File: src/verilog/cap_pkg.sv
/*
 * constants and types shared by the configuration access port unit.
 * assumes a single host-bus clock and 8-bit host i/o cycles.
 */
// Notes on behaviour
// - strap pin level is caught at reset release and picks the power-up base.
// - strap 0 puts the ports at 0x02E, strap 1 at 0x04E.
// - writing the two base registers moves the ports to the new address.
// - value port (pointer plus one) answers only in config state; the pointer port also acks key writes in run state.
// - pointer port reads return the index only while in config state.
// - after reset the unit is in run state with no register access.
// - key byte 55h on the key port enters config state.
// - host writes an index 00..39h, then reads or writes via the value port.
// - config state persists over any number of accesses until exit.
// - key byte aah on the key port leaves config state and blocks access.
// - other units keep running while config state is active.
package cap_pkg;

   // --------------------------------------------------------------------
   // keys, index space, addresses
   // --------------------------------------------------------------------
   localparam logic [7:0]  KEY_ENTER   = 8'h55;
   localparam logic [7:0]  KEY_EXIT    = 8'hAA;
   localparam logic [7:0]  IDX_MAX     = 8'h39;
   localparam logic [7:0]  IDX_BASE_LO = 8'h12;
   localparam logic [7:0]  IDX_BASE_HI = 8'h13;
   localparam logic [15:0] BASE_STRAP0 = 16'h002E;
   localparam logic [15:0] BASE_STRAP1 = 16'h004E;
   localparam logic [15:0] DATA_OFS    = 16'h0001;
   localparam logic [7:0]  CR_RESET    = 8'h00;
   localparam logic [7:0]  RDATA_IDLE  = 8'h00;
   localparam int          NUM_CR      = 58;
   localparam int          IDX_W       = 6;
   // edges after reset release before the synchronised strap is valid
   localparam logic [1:0]  CAP_WAIT    = 2'h2;

   // --------------------------------------------------------------------
   // types
   // --------------------------------------------------------------------
   typedef enum logic [0:0] {
      ST_RUN = 1'b0,
      ST_CFG = 1'b1
   } cap_state_e;

   typedef struct packed {
      cap_state_e  st;
      logic [1:0]  strap_sync;
      logic [1:0]  cap_cnt;
      logic        cap_done;
      logic        strap_val;
      logic [7:0]  index;
      logic [7:0]  base_lo;
      logic [7:0]  base_hi;
      logic [7:0]  rdata;
      logic        ack;
   } cap_top_s;

   typedef struct packed {
      logic [NUM_CR-1:0][7:0] cr;
   } cap_regs_s;

endpackage : cap_pkg

File: src/verilog/cap_unit.sv
/*
 * configuration access port unit: key port, pointer port, value port, base relocation.
 * assumes one-cycle io_wr/io_rd strobes from host-bus logic on clk, and an
 * asynchronous strap pin that is sampled after reset release.
 */
`timescale 1ns/10ps
`default_nettype none
module cap_unit (
   input  wire logic        clk,
   input  wire logic        rst_n,
   input  wire logic        shared_strap_pin,
   input  wire logic [15:0] io_addr,
   input  wire logic [7:0]  io_wdata,
   input  wire logic        io_wr,
   input  wire logic        io_rd,
   output logic      [7:0]  io_rdata,
   output logic             io_ack,
   output logic             cfg_active,
   output logic             base_valid,
   output logic      [15:0] base_addr
);

   // --------------------------------------------------------------------
   // state
   // --------------------------------------------------------------------
   cap_pkg::cap_top_s r_reg;
   cap_pkg::cap_top_s r_next;

   logic [15:0] cur_base;
   logic        hit_key;
   logic        hit_val;
   logic        in_cfg;
   logic        idx_ok;
   logic        idx_own;
   logic        val_wr;
   logic        cr_wr_en;
   logic [7:0]  cr_rd;
   logic [7:0]  val_rd;

   assign cur_base = {r_reg.base_hi, r_reg.base_lo};
   assign in_cfg   = (r_reg.st == cap_pkg::ST_CFG);
   // decode follows the live base registers, so a relocation acts on the next cycle
   assign hit_key  = r_reg.cap_done && (io_addr == cur_base);
   assign hit_val  = r_reg.cap_done && (io_addr == cur_base + cap_pkg::DATA_OFS);
   assign idx_ok   = (r_reg.index <= cap_pkg::IDX_MAX);
   assign idx_own  = (r_reg.index == cap_pkg::IDX_BASE_LO) || (r_reg.index == cap_pkg::IDX_BASE_HI);
   assign val_wr   = io_wr && hit_val && in_cfg;
   assign cr_wr_en = val_wr && idx_ok && !idx_own;

   cap_cfg_regs u_regs (
      .clk     (clk),
      .rst_n   (rst_n),
      .wr_en   (cr_wr_en),
      .wr_idx  (r_reg.index[cap_pkg::IDX_W-1:0]),
      .wr_data (io_wdata),
      .rd_idx  (r_reg.index[cap_pkg::IDX_W-1:0]),
      .rd_data (cr_rd)
   );

   always_comb begin
      if (r_reg.index == cap_pkg::IDX_BASE_LO) begin
         val_rd = r_reg.base_lo;
      end else if (r_reg.index == cap_pkg::IDX_BASE_HI) begin
         val_rd = r_reg.base_hi;
      end else if (idx_ok) begin
         val_rd = cr_rd;
      end else begin
         val_rd = cap_pkg::RDATA_IDLE;
      end
   end

   // --------------------------------------------------------------------
   // next state
   // --------------------------------------------------------------------
   always_comb begin
      r_next            = r_reg;
      r_next.strap_sync = {r_reg.strap_sync[0], shared_strap_pin};
      r_next.ack        = 1'b0;
      r_next.rdata      = cap_pkg::RDATA_IDLE;
      if (!r_reg.cap_done) begin
         // ports stay dark until the synchronised strap has been taken
         if (r_reg.cap_cnt == cap_pkg::CAP_WAIT) begin
            r_next.cap_done  = 1'b1;
            r_next.strap_val = r_reg.strap_sync[1];
            if (r_reg.strap_sync[1]) begin
               {r_next.base_hi, r_next.base_lo} = cap_pkg::BASE_STRAP1;
            end else begin
               {r_next.base_hi, r_next.base_lo} = cap_pkg::BASE_STRAP0;
            end
         end else begin
            r_next.cap_cnt = r_reg.cap_cnt + 2'h1;
         end
      end else if (io_wr && hit_key) begin
         r_next.ack = 1'b1;
         case (r_reg.st)
            cap_pkg::ST_RUN: begin
               // any other byte is acked but changes no state
               if (io_wdata == cap_pkg::KEY_ENTER) begin
                  r_next.st = cap_pkg::ST_CFG;
               end
            end
            cap_pkg::ST_CFG: begin
               if (io_wdata == cap_pkg::KEY_EXIT) begin
                  r_next.st = cap_pkg::ST_RUN;
               end else begin
                  r_next.index = io_wdata;
               end
            end
            default: begin
               r_next.st = cap_pkg::ST_RUN;
            end
         endcase
      end else if (val_wr) begin
         r_next.ack = 1'b1;
         if (r_reg.index == cap_pkg::IDX_BASE_LO) begin
            r_next.base_lo = io_wdata;
         end else if (r_reg.index == cap_pkg::IDX_BASE_HI) begin
            r_next.base_hi = io_wdata;
         end
      end else if (io_rd && hit_key && in_cfg) begin
         r_next.ack   = 1'b1;
         r_next.rdata = r_reg.index;
      end else if (io_rd && hit_val && in_cfg) begin
         r_next.ack   = 1'b1;
         r_next.rdata = val_rd;
      end
   end

   always_ff @(posedge clk or negedge rst_n) begin
      if (!rst_n) begin
         r_reg <= '0;
      end else begin
         r_reg <= r_next;
      end
   end

   // no stall or hold output exists: config state never gates other units
   assign io_rdata   = r_reg.rdata;
   assign io_ack     = r_reg.ack;
   assign cfg_active = r_reg.st;
   assign base_valid = r_reg.cap_done;
   assign base_addr  = cur_base;

   // --------------------------------------------------------------------
   // assertions
   // --------------------------------------------------------------------
   property p_strap_base;
      @(posedge clk) disable iff (!rst_n)
      $rose(r_reg.cap_done) |-> (base_addr == (r_reg.strap_val ? cap_pkg::BASE_STRAP1 : cap_pkg::BASE_STRAP0));
   endproperty
   a_strap_base: assert property (p_strap_base) else $error("power-up base does not match strap");

   property p_strap_hold;
      @(posedge clk) disable iff (!rst_n)
      r_reg.cap_done |=> $stable(r_reg.strap_val) && r_reg.cap_done;
   endproperty
   a_strap_hold: assert property (p_strap_hold) else $error("captured strap changed");

   property p_reloc;
      @(posedge clk) disable iff (!rst_n)
      (val_wr && r_reg.index == cap_pkg::IDX_BASE_LO) |=>
      (base_addr[7:0] == $past(io_wdata)) && (base_addr[15:8] == $past(base_addr[15:8]));
   endproperty
   a_reloc: assert property (p_reloc) else $error("base low write not applied to decode");

   property p_run_silent;
      @(posedge clk) disable iff (!rst_n)
      (io_rd && !io_wr && !in_cfg) |=> !io_ack && (io_rdata == cap_pkg::RDATA_IDLE);
   endproperty
   a_run_silent: assert property (p_run_silent) else $error("port answered in run state");

   property p_ptr_read;
      @(posedge clk) disable iff (!rst_n)
      (io_rd && !io_wr && hit_key && in_cfg) |=> io_ack && (io_rdata == $past(r_reg.index));
   endproperty
   a_ptr_read: assert property (p_ptr_read) else $error("pointer read did not return index");

   property p_reset_run;
      @(posedge clk) disable iff (!rst_n)
      !$past(rst_n) |-> !cfg_active && !base_valid;
   endproperty
   a_reset_run: assert property (p_reset_run) else $error("not in run state after reset");

   property p_enter;
      @(posedge clk) disable iff (!rst_n)
      (hit_key && io_wr && !in_cfg && io_wdata == cap_pkg::KEY_ENTER) |=> cfg_active && io_ack;
   endproperty
   a_enter: assert property (p_enter) else $error("entry key did not enter config state");

   property p_stay;
      @(posedge clk) disable iff (!rst_n)
      (in_cfg && !(io_wr && hit_key && io_wdata == cap_pkg::KEY_EXIT)) |=> cfg_active;
   endproperty
   a_stay: assert property (p_stay) else $error("config state dropped without exit key");

   property p_exit;
      @(posedge clk) disable iff (!rst_n)
      (hit_key && io_wr && in_cfg && io_wdata == cap_pkg::KEY_EXIT) |=> !cfg_active && io_ack;
   endproperty
   a_exit: assert property (p_exit) else $error("exit key did not leave config state");

   property p_run_junk;
      @(posedge clk) disable iff (!rst_n)
      (hit_key && io_wr && !in_cfg && io_wdata != cap_pkg::KEY_ENTER) |=> !cfg_active && $stable(r_reg.index);
   endproperty
   a_run_junk: assert property (p_run_junk) else $error("non-key byte changed run state");

   property p_index_hold;
      @(posedge clk) disable iff (!rst_n)
      !(io_wr && hit_key && in_cfg) |=> $stable(r_reg.index);
   endproperty
   a_index_hold: assert property (p_index_hold) else $error("select latch changed without write");

   property p_val_rw;
      @(posedge clk) disable iff (!rst_n)
      (cr_wr_en ##1 (io_rd && !io_wr && hit_val && in_cfg && $stable(r_reg.index)))
      |=> io_ack && (io_rdata == $past(io_wdata, 2));
   endproperty
   a_val_rw: assert property (p_val_rw) else $error("value port read-back mismatch");

endmodule : cap_unit
`default_nettype wire

File: src/verilog/cap_cfg_regs.sv
/*
 * plain read/write configuration register array, indexed 00..39h.
 * assumes the caller filters out-of-range indexes and registers kept elsewhere.
 */
`timescale 1ns/10ps
`default_nettype none
module cap_cfg_regs (
   input  wire logic                    clk,
   input  wire logic                    rst_n,
   input  wire logic                    wr_en,
   input  wire logic [cap_pkg::IDX_W-1:0] wr_idx,
   input  wire logic [7:0]              wr_data,
   input  wire logic [cap_pkg::IDX_W-1:0] rd_idx,
   output logic      [7:0]              rd_data
);

   cap_pkg::cap_regs_s r_reg;
   cap_pkg::cap_regs_s r_next;

   always_comb begin
      r_next = r_reg;
      if (wr_en) begin
         r_next.cr[wr_idx] = wr_data;
      end
   end

   always_ff @(posedge clk or negedge rst_n) begin
      if (!rst_n) begin
         r_reg <= {cap_pkg::NUM_CR{cap_pkg::CR_RESET}};
      end else begin
         r_reg <= r_next;
      end
   end

   // read is combinational; the top registers it before it leaves the block
   assign rd_data = r_reg.cr[rd_idx];

endmodule : cap_cfg_regs
`default_nettype wire

File: config.mk
export PLATFORM = sky130hd
export DESIGN_NAME = cap_unit
export DESIGN_NICKNAME = d
export VERILOG_FILES = /design/src/verilog/cap_pkg.sv /design/src/verilog/cap_unit.sv /design/src/verilog/cap_cfg_regs.sv
export SDC_FILE = /design/constraint.sdc
export NUM_CORES = 1
export LEC_CHECK = 0
export ABC_CLOCK_PERIOD_IN_PS = 5400
export BUFFER_PORTS_ARGS = -buffer_cell sky130_fd_sc_hd__buf_2
export CORE_MARGIN = 1
export CORE_UTILIZATION = 34
export DETAILED_ROUTE_END_ITERATION = 8
export PLACE_DENSITY = 0.48
export SYNTH_ARGS = -nofsm -noshare
export SYNTH_HDL_FRONTEND = slang
export SYNTH_HIERARCHICAL = 1
export SYNTH_SLANG_ARGS = --single-unit
File: constraint.sdc
create_clock -name clk -period 5.4 [get_ports clk]
set_clock_uncertainty 0.1 [all_clocks]
set_input_delay 0.54 -clock clk [delete_from_list [all_inputs] [get_ports clk]]
set_output_delay 0.54 -clock clk [all_outputs]
set_load 0.03 [all_outputs]
Yosys cells after proc, flatten, opt, wreduce, memory -nomap -nowiden
Cells that the tools add are included.
- register bits: 504
- bits of input ports: 29
- output and inout bits: 27
- word-level logic and storage cells: 137
- $add $sub $neg: 2
- magnitude comparators: 3
- equality and inequality tests: 12
- multiplexer cells: 27
- bitwise logic cells: 4
- reduce and logical (&&, ||, !) cells: 21
- operators by type and width (cell ; number):
    $bwmux 464 ; 1
    $mux 8 ; 9
    $bmux 8 s6 ; 1
    $demux 8 s6 ; 1
    $mux 16 ; 3
    $eq 16x16->1 ; 2
    $mux 9 ; 3
    $mux 24 ; 1
    $add 16x1->16 const B ; 1
    $eq 8x5->1 const B ; 2
    $mux 15 ; 1
    $logic_and 1x1->1 ; 12
    $eq 8x7->1 const B ; 1
    $eq 8x8->1 const B ; 1
    $le 8x6->1 const B ; 1
    $reduce_and 4->1 ; 2
    $lt 6x7->1 const B ; 1
    $ge 6x1->1 const B ; 1
    $ne 2x1->1 const B ; 3
    $reduce_and 2->1 ; 3
    $reduce_and 5->1 ; 1
    $mux 1 ; 4
    $mux 2 ; 2
    $ne 2x2->1 const B ; 2
    other kinds (7) ; 10

Longest topological paths before layout
Gate-level depths: netlist (run 1).
- depth in word-level cells: 10
- mapped depth: 13
- depth with buffers taken out: 11

Cells and area by module
Netlist (run 1), hierarchy kept.
- modules (own cells, without submodules) (module ; times used ; cells each ; area an instance (um2) ; sequential area each (um2)):
    cap_cfg_regs ; 1 ; 1412 ; 21388.0 ; 11611.1
    cap_unit ; 1 ; 325 ; 2846.5 ; 975.9

Least setup slack after synthesis (run 1)
Ideal clock, no wire load.
- path type: reg-to-reg
- from: reg r_reg, in the netlist base_addr[0]
- to: reg u_regs/r_reg[456] (netlist name)
- setup time: 0.125 ns
- arrival: 3.266 ns
- required time: 5.175 ns
- setup slack: 1.909 ns
- stages on the path, launching flop included: 14
- buffers on the path: 2
- clock period less this slack: 3.491 ns
- cell sequence: dfrtp_1 > ha_1 > nand2_1 > o31ai_1 > nand4_1 > a2111oi_4 > nand4_1 > nor2b_1 > clkbuf_1 > nand2_1 > nor3_1 > and4_1 > clkbuf_1 > mux2_2
- longest elaborated chain between the ends: 7
- ends and longest elaborated chain (item ; line ; RTL):
    start, declared ; cap_unit.sv:26 ; cap_pkg::cap_top_s r_reg;
    start signal, assigned ; cap_unit.sv:133 ; r_reg <= r_next;
    $add 16x1->16 ; cap_unit.sv:44 ; assign hit_val = r_reg.cap_done && (io_addr == cur_base + cap_pkg::DATA_OFS);
    $eq 16x16->1 ; cap_unit.sv:44 ;
    $logic_and 1x1->1 ; cap_unit.sv:44 ;
    $logic_and 1x1->1 (2 in series) ; cap_unit.sv:47 ; assign val_wr = io_wr && hit_val && in_cfg;
    $logic_and 1x1->1 (2 in series) ; cap_unit.sv:48 ; assign cr_wr_en = val_wr && idx_ok && !idx_own;
    via cr_wr_en ; cap_unit.sv:36 ; logic cr_wr_en;
    end signal, assigned ; cap_cfg_regs.sv:29 ; r_reg <= {cap_pkg::NUM_CR{cap_pkg::CR_RESET}};
    end signal, assigned ; cap_cfg_regs.sv:31 ; r_reg <= r_next;
    end, declared ; cap_cfg_regs.sv:17 ; cap_pkg::cap_regs_s r_reg;
The timed path passes the listed nets, and every way through them passes these cells.
A chain may end at the register's enable or synchronous reset.

Worst setup path after layout (run 1)
- from: reg r_reg, in the netlist base_addr[7]
- to: reg u_regs/r_reg[194] (netlist name)
Same word-level chain as after synthesis.

==> metrics.cfg, run 1 <==
[status]
status=finished clean

[worst_setup_path]
path_max_fanout=14
path_cells=nand3_1 > o31ai_1 > nand4_1 > a2111oi_4 > nand4_1 > nor2b_1 > nand2b_1 > nor3_1 > nand2_1 > mux2_2
crit_family=simple AND/OR/NAND/NOR gates
crit_path_top_delay_cell=nor3_1
cp_slowest_stage_delay_ps=830
crit_buf_inv=0
critPathMostFrequentCell=nand4_1
required_ps=5790
critPathCaptureType=register
critPathLaunchType=register
critPathKind=reg2reg
arrival_ps=5340

[timing]
max_slew_margin=0.2956
tightest_slew_ps=1048
hold_violations=0
timing.fmax_mhz=202.4
period_share=0.9150
setup_viol=0
tns_ps=0
rsz0062_at_grt=false
period_minus_slack_ps=4941
report.final.slew_viol_count=0

[power_and_ir_drop]
p_per_area_nw_per_um2=290.0
peakVddDrop_mv=0.2496
power.total_mw=7.905
p_leak_nw=12.75

[floorplanning]
core-area_um2=70270
fp.dieW_um=269.0
num_io_pins=56
rows=97
die_area_um2=72350
initial_core_util=0.3449
die_y_um=269.0

[cts]
cts.sinks=503
cts_root_buffer=clkbuf_16
cts_tree=built
post_cts_buffers=0
clkLatencyLatePin_ps=620
htreeDepth=2
cts_buffers=58
ctsLongestPathBuffers=3
cts.clk_slew.worst_paths_ps=50

[global_route]
grtUsageMet2=0.3023
met3_usage=0.02356
grt_use_total=0.1827
grt-busiest-layer=met2
grt_pass1_wl_um=99530
grtUsageMet1=0.2546
grt_overflow=0
grt_max_degree=138
grt_pass1_vias=15270
antenna_found_initial=1

[detailed_routing]
drt_iter0_drc=858
wl_per_cell_um=23.58
routed_wl_um=64350
postRouteAntennaNets=0
vias=14440
first_pass_iters=5
drt-vias-per-instance=5.289
drc=0

[finish]
layout_common_cells=dfrtp_1 (498), mux2_2 (472), nand2_1 (98), mux2i_1 (97), mux4_2 (96)
n_fill_cell=6570
n_antenna_cell=0
final_common_cell=dfrtp_1
fin_nets=1774
drive_gt1_frac=0.4382
area_growth_pct=12.49
postLayoutCellArea_um2=27260
largest_register_ffs=464

[hold_path]
hp-class=in2reg

[run]
max-cap-violations=0

[logic_synthesis]
synthFlopType=dfrtp_1
ys_ff_latch=503
synth_edf_count=0
synthCells=1737
synth_top_area_frac=0.5194
ys_warn_count=6
synth.area.top_cells=dfrtp_1 (52%), mux2_2 (22%), mux4_2 (8.9%)
synth.avg_cell_area_um2=13.95
synth_area_leader_cell=dfrtp_1
synth_nets=1768
synthArstFlopShare=1.000
synth_cell_types=67
yosysSeqAreaShare=0.5194
synthesis.area_um2=24230

[placed_design]
place.gp.congestion=0.8165
dp.final_hpwl_um=40930
place_area_um2=25320
io_buffers=55

==> cells in the mapped netlist (13+ instances only) <==
cell,n
a21oi_1,26
buf_2,17
buf_4,33
clkbuf_1,84
dfrtp_1,503
inv_1,14
mux2_2,472
mux2i_1,97
mux4_2,96
nand2_1,98
nand2b_1,13
nand3_1,16
nand4_1,16
nor2_1,43
o21ai_0,28
==> logic make-up after synthesis <==
group	synth area share
buffers and inverters	0.03242
adder cells (fa/ha/maj)	0.001032
AO/OA/AOI/OAI	0.03506
multiplexers	0.3486
flip-flops	0.5194
AND/OR/NAND/NOR	0.05591
XOR/XNOR	0.007590
==> metal layers <==
layer	vias to the layer above	share of wire
met5	-	0
met4	0	0.017
met3	71	0.032
met2	243	0.49
met1	7723	0.47
li1	6398	-
==> final timing paths <==
check	startpoint	cells after the start	slack [ps]	endpoint
max in group asynchronous	rst_n	3	3440	u_regs/r_reg[319]
min in group asynchronous	rst_n	2	410	u_regs/r_reg[202]
hold / removal	io_rd	3	200	io_ack
hold reg to reg	r_next[38]	0	250	r_reg[38]
setup reg to reg	base_addr[7]	10	460	u_regs/r_reg[194]
setup / recovery	base_addr[7]	10	460	u_regs/r_reg[194]
==> cell type report <==
type | instances | area (µm²) | share of cell area
flip-flops and latches | 503 | 12600 | 0.4621
clock buffers | 91 | 1767 | 0.06481
inverters | 14 | 52.55 | 0.001928
multi-input cells | 1074 | 10860 | 0.3984
well taps | 940 | 1176 | 0.04314
repair buffers | 92 | 655.6 | 0.02405
clock inverters | 15 | 150.1 | 0.005508
==> stage by stage <==
stage	utilization	hold WS [ps]	std cells	worst slack, ps
floorplan	-	144.4	1737	1909
global placement	0.3604	243.8	2621	332.1
detailed placement	0.3604	242.7	2621	373.0
CTS	0.3879	157.9	2729	333.8
global route	0.3879	192.1	2729	26.96
finish	0.3879	204.8	2729	458.8
==> tightest hold or removal path, delay by kind of cell <==
| kind | cells | cell delay (ps) |
|---|---|---|
| simple gates | 1 | 110 |
| compound gates | 1 | 110 |
| buf+inv | 1 | 100 |
==> power breakdown <==
group / internal, mW / switching, mW / leakage, nW / total (mW)
Sequential: 3.77 / 0.00271 / 6.98 / 3.77
Combinational: 0.0371 / 0.175 / 4.82 / 0.212
Clock: 2.33 / 1.59 / 0.949 / 3.92
==> repair_timing <==
action | 4_1_cts | 5_1_grt
hold buffers | 2 | 0
resized for setup | 0 | 0
hold endpoints to repair | 81 | 0
No activity file was read; power rests on OpenSTA's default activity.
==> inputs of run 2 (changes only) <==
Settings changed: PLACE_DENSITY 0.48 to unset.
==> run 2 against run 1 <==
Effect of this change: the flow now finishes with violations (negative hold slack); clock power is 3% lower; fmax increased by 9.8%; critical path depth rose by 1; global-route usage is 0.98 points lower; die area stayed put; count of clock-buffer cells in the layout shrank 13; register-to-register slack better by 440 ps; highest routed layer unchanged.
==> metrics.cfg, run 2 (synthesis results as in run 1) <==
[floorplanning]
core-area_um2=70270
die_area_um2=72350
num_io_pins=56
rows=97
initial_core_util=0.3449
fp.dieW_um=269.0
die_y_um=269.0

[timing]
max_slew_margin=0.3280
rsz0062_at_grt=false
period_share=0.8335
tightest_slew_ps=1008
setup_slack_ps=899.3
period_minus_slack_ps=4501
hold_ws_ps=-55.20
report.final.slew_viol_count=0
tns_ps=0
hold_violations=20
timing.fmax_mhz=222.2
setup_viol=0

[finish]
largest_register_ffs=464
n_antenna_cell=0
layout_common_cells=dfrtp_1 (499), mux2_2 (472), nand2_1 (98), mux2i_1 (97), mux4_2 (96)
final_util=0.3860
final_common_cell=dfrtp_1
fin_nets=1766
drive_gt1_frac=0.4361
area_growth_pct=11.92

[worst_setup_path]
path_max_fanout=8
required_ps=5760
critPathCaptureType=register
critPathLaunchType=register
arrival_ps=4860
critPathKind=reg2reg

[cts]
ctsLongestPathBuffers=3
ctsHoldBuffers=1
cts_resized=0
post_cts_buffers=0
clkLatencyLatePin_ps=610
cts_root_buffer=clkbuf_16
cts_buffers=54
htreeDepth=2
cts.clk_slew.worst_paths_ps=60
cts.sinks=503
cts_tree=built

[detailed_routing]
routed_wl_um=61430
drt-vias-per-instance=5.418
drt_iter0_drc=1269
drc=0
postRouteAntennaNets=0
vias=14710
wl_per_cell_um=22.62
first_pass_iters=5

[placed_design]
place.gp.congestion=0.8879
io_buffers=55
pre_cts_slack_ps=1003
dp.final_hpwl_um=37760

[power_and_ir_drop]
pwr-share-seq=0.484
p_sw_frac=0.2161
clkPwrFrac=0.490
power.total_mw=7.803
p_comb_frac=0.027
peakVddDrop_mv=0.2052
internal_power_mw=6.117
p_leak_nw=12.67
p_sw_mw=1.686
p_per_area_nw_per_um2=287.7

[status]
violations=negative hold slack
status=finished, violations left

[global_route]
antenna_found_initial=0
grt_use_total=0.1730
grt_overflow=0
grt_pass1_vias=15380
grt_pass1_wl_um=94940
grt_max_degree=126

[hold_path]
hp-class=in2async

[run]
max-cap-violations=0

## run 2: power by group through the flow
stage / sequential, mW / clock, mW / combinational [mW]
3_5_place_dp: 3.84 / 0 / 0.213
6_report: 3.77 / 3.82 / 0.208
3_3_place_gp: 3.84 / 0 / 0.208
2_1_floorplan: 3.84 / 0 / 0.0691
4_1_cts: 3.77 / 3.92 / 0.214
5_1_grt: 3.77 / 4.08 / 0.235
## run 2: path summary, 6_finish.rpt
check	from	endpoint	slack, ps	cells after the start
worst max-delay path	base_addr[0]	u_regs/r_reg[342]	900	11
worst min-delay path	rst_n	u_regs/r_reg[35]	-60	1
worst max register to register	base_addr[0]	u_regs/r_reg[342]	900	11
worst min register to register	r_next[38]	r_reg[38]	270	0
max in group asynchronous	rst_n	u_regs/r_reg[271]	3990	2
min in group clk	io_rd	io_ack	190	3
## run 2: area by class of cell
class	instances	area [µm²]
flip-flops and latches	503	12600
fillers	6553	43150
multi-input cells	1074	10860
inverters	14	52.55
clock buffers	78	1583
well taps	940	1176
repair buffers	88	598.1
clock inverters	18	254.0
## run 2: per-layer routing
layer  share of wire  vias up  track usage
met3           0.054      115      0.03251
met5               0        -            0
met1            0.46     7810       0.2440
met4           0.031        0      0.05697
met2            0.45      392       0.2673
li1                -     6392            -
## run 2: worst max-delay path, stage by stage (launching register included)
cell and delay (ps):
dfrtp_1 490, ha_1 300, nand2_1 140, o31ai_1 250
nand4_1 200, a2111oi_4 420, nand4_1 210, nor2b_1 540
nand2b_1 230, nor2b_1 560, nand2_1 500, mux2_2 410
## run 2: through the flow
step | std cells | area [µm²] | hold WS [ps]
6_report | 2715 | 27120 | -55.20
5_1_grt | 2715 | 27120 | 52.31
4_1_cts | 2715 | 27120 | 1.375
3_5_place_dp | 2618 | 25280 | 247.1
3_3_place_gp | 2618 | 25280 | 241.0
2_1_floorplan | 1737 | 24230 | 144.4
==> inputs of run 3 (changes only) <==
Settings changed: ABC_CLOCK_PERIOD_IN_PS 5400 to 3900.
Clock period 5.4 ns to 3.9 ns, I/O delays scaled along.
==> run 3 against run 2 <==
Effect of this change: the run now ends clean; global-route usage grew 0.055 points; power rose by 34%; fmax grew 20%; worst setup slack got worse by 750 ps; sequential share of layout area shrank 0.55 points; sequential power is 39% higher; final cell count up 1.7%; critical path type unchanged.
==> metrics.cfg, run 3 (synthesis results as in run 1) <==
[detailed_routing]
drc=0
routed.top_layer=met4
route.met3.wl_um=3117
drt_iter0_drc=1134
first_pass_iters=6
met1Wirelength_um=27960
wl_per_cell_um=22.08
wl_met2_um=28620
vias=14790
drt-vias-per-instance=5.355
postRouteAntennaNets=0
routed_wl_um=60960

[power_and_ir_drop]
clkPwrFrac=0.470
p_per_area_nw_per_um2=379.9
peakVddDrop_mv=0.2723
p_leak_nw=12.89
internal_power_mw=8.141
p_sw_mw=2.287
pwr-share-seq=0.501
p_sw_frac=0.2193
p_comb_frac=0.029
power.total_mw=10.43

[run]
max-cap-violations=0

[timing]
period_minus_slack_ps=3747
setup_slack_ps=152.9
setup_viol=0
hold_ws_ps=61.22
tns_ps=0
tightest_slew_ps=981.4
max_slew_margin=0.3397
period_share=0.9608
report.final.slew_viol_count=0
hold_violations=0
timing.fmax_mhz=266.9

[floorplanning]
rows=97
fp.dieW_um=269.0
die_y_um=269.0
core-area_um2=70270
num_io_pins=56
die_area_um2=72350
initial_core_util=0.3449

[worst_setup_path]
critPathLaunchType=register
arrival_ps=4120
critPathCaptureType=register
required_ps=4270
worstReg2RegEnd=u_regs/r_reg[27]
critPathKind=reg2reg
rr_worst_depth=11
path_max_fanout=8
regToRegStartpoint=base_addr[10]
rrSetupSlack_ps=150

[cts]
htreeDepth=2
cts.sinks=503
cts.clk_slew.worst_paths_ps=60
ctsLongestPathBuffers=3
cts_buffers=53
cts_tree=built
cts_root_buffer=clkbuf_16
clkLatencyLatePin_ps=610

[global_route]
antenna_found_initial=0
grt_use_total=0.1735
grt_pass1_vias=15640
grt_max_degree=104
grt_overflow=0
grt_pass1_wl_um=96100

[finish]
area_growth_pct=13.27
n_fill_cell=6513
drive_gt1_frac=0.4525
layout_common_cells=dfrtp_1 (498), mux2_2 (472), mux2i_1 (97), mux4_2 (96), nand2_1 (94)
n_antenna_cell=0
largest_register_ffs=464
layout.cells.non_filler=2761
postLayoutCellArea_um2=27450
final_util=0.3906
final_common_cell=dfrtp_1
fin_nets=1816

[placed_design]
place_area_um2=25700
place.gp.congestion=0.9025
io_buffers=55
dp.final_hpwl_um=38970
dp.cells=2666
pre_cts_slack_ps=-123.1

[hold_path]
min_path_cells=3
min_from=io_wdata[3]
whs_endpoint=base_addr[11]
hp-class=in2reg

[status]
status=finished clean

==> run 3: cell types whose count changed in the layout (fill, tap and decap cells not counted), moves of 4 or more <==
cell,delta
bufinv_16,-5
clkinvlp_4,-4
nand2_2,+4
clkinv_2,-4
buf_4,+45
nand2_1,-4
buf_12,+5
clkbuf_1,+7
==> run 3: what timing repair did <==
item,in CTS,in global routing
hold buffers,2,0
endpoints found under the setup margin,88,289
setup buffers,0,2
gates resized for setup,2,12
pin swaps,0,1
hold endpoints to repair,94,0
==> run 3: layout make-up <==
type                       instances  area [µm²]  area share
clock buffer                      85        1609     0.05861
clock inverter                     6       62.56    0.002279
inverter                          14       52.55    0.001914
multi-input combinational       1074       10910      0.3973
sequential                       503       12600      0.4589
tap                              940        1176     0.04284
timing repair buffer             139        1046     0.03810
==> run 3: routing by layer <==
layer / up-vias / global-route usage
li1: 6456 / -
met1: 7833 / 0.2449
met2: 409 / 0.2765
met3: 88 / 0.02667
met4: 0 / 0.04868
met5: - / 0
==> run 3: power by group through the flow <==
| stage | registers (mW) | logic, mW | clock network, mW |
|---|---|---|---|
| floorplan | 5.32 | 0.0957 | 0 |
| global placement | 5.32 | 0.296 | 0 |
| detailed placement | 5.32 | 0.304 | 0 |
| CTS | 5.22 | 0.306 | 5.03 |
| global route | 5.22 | 0.335 | 5.25 |
| finish | 5.23 | 0.298 | 4.90 |
==> run 3: worst max-delay path: stages, from the launching register on <==
cell	delay [ps]
dfrtp_1	630
nand4_1	170
o31ai_1	270
nand4_1	200
a2111oi_4	410
nand4_1	300
nor2b_4	250
nand2_1	160
nor4_2	250
buf_4	200
nand2_1	270
mux2_2	390
==> run 3: worst max path at each step <==
stage | from | end | slack (ps) | cells after the start
2_1_floorplan | base_addr[0] | u_regs/r_reg[456] | 410 | 13
3_3_place_gp | base_addr[0] | u_regs/r_reg[457] | -140 | 13
3_5_place_dp | base_addr[1] | u_regs/r_reg[462] | -120 | 13
4_1_cts | base_addr[1] | u_regs/r_reg[449] | 9 | 12
5_1_grt | base_addr[0] | u_regs/r_reg[442] | -10 | 13
6_report | base_addr[10] | u_regs/r_reg[27] | 150 | 11
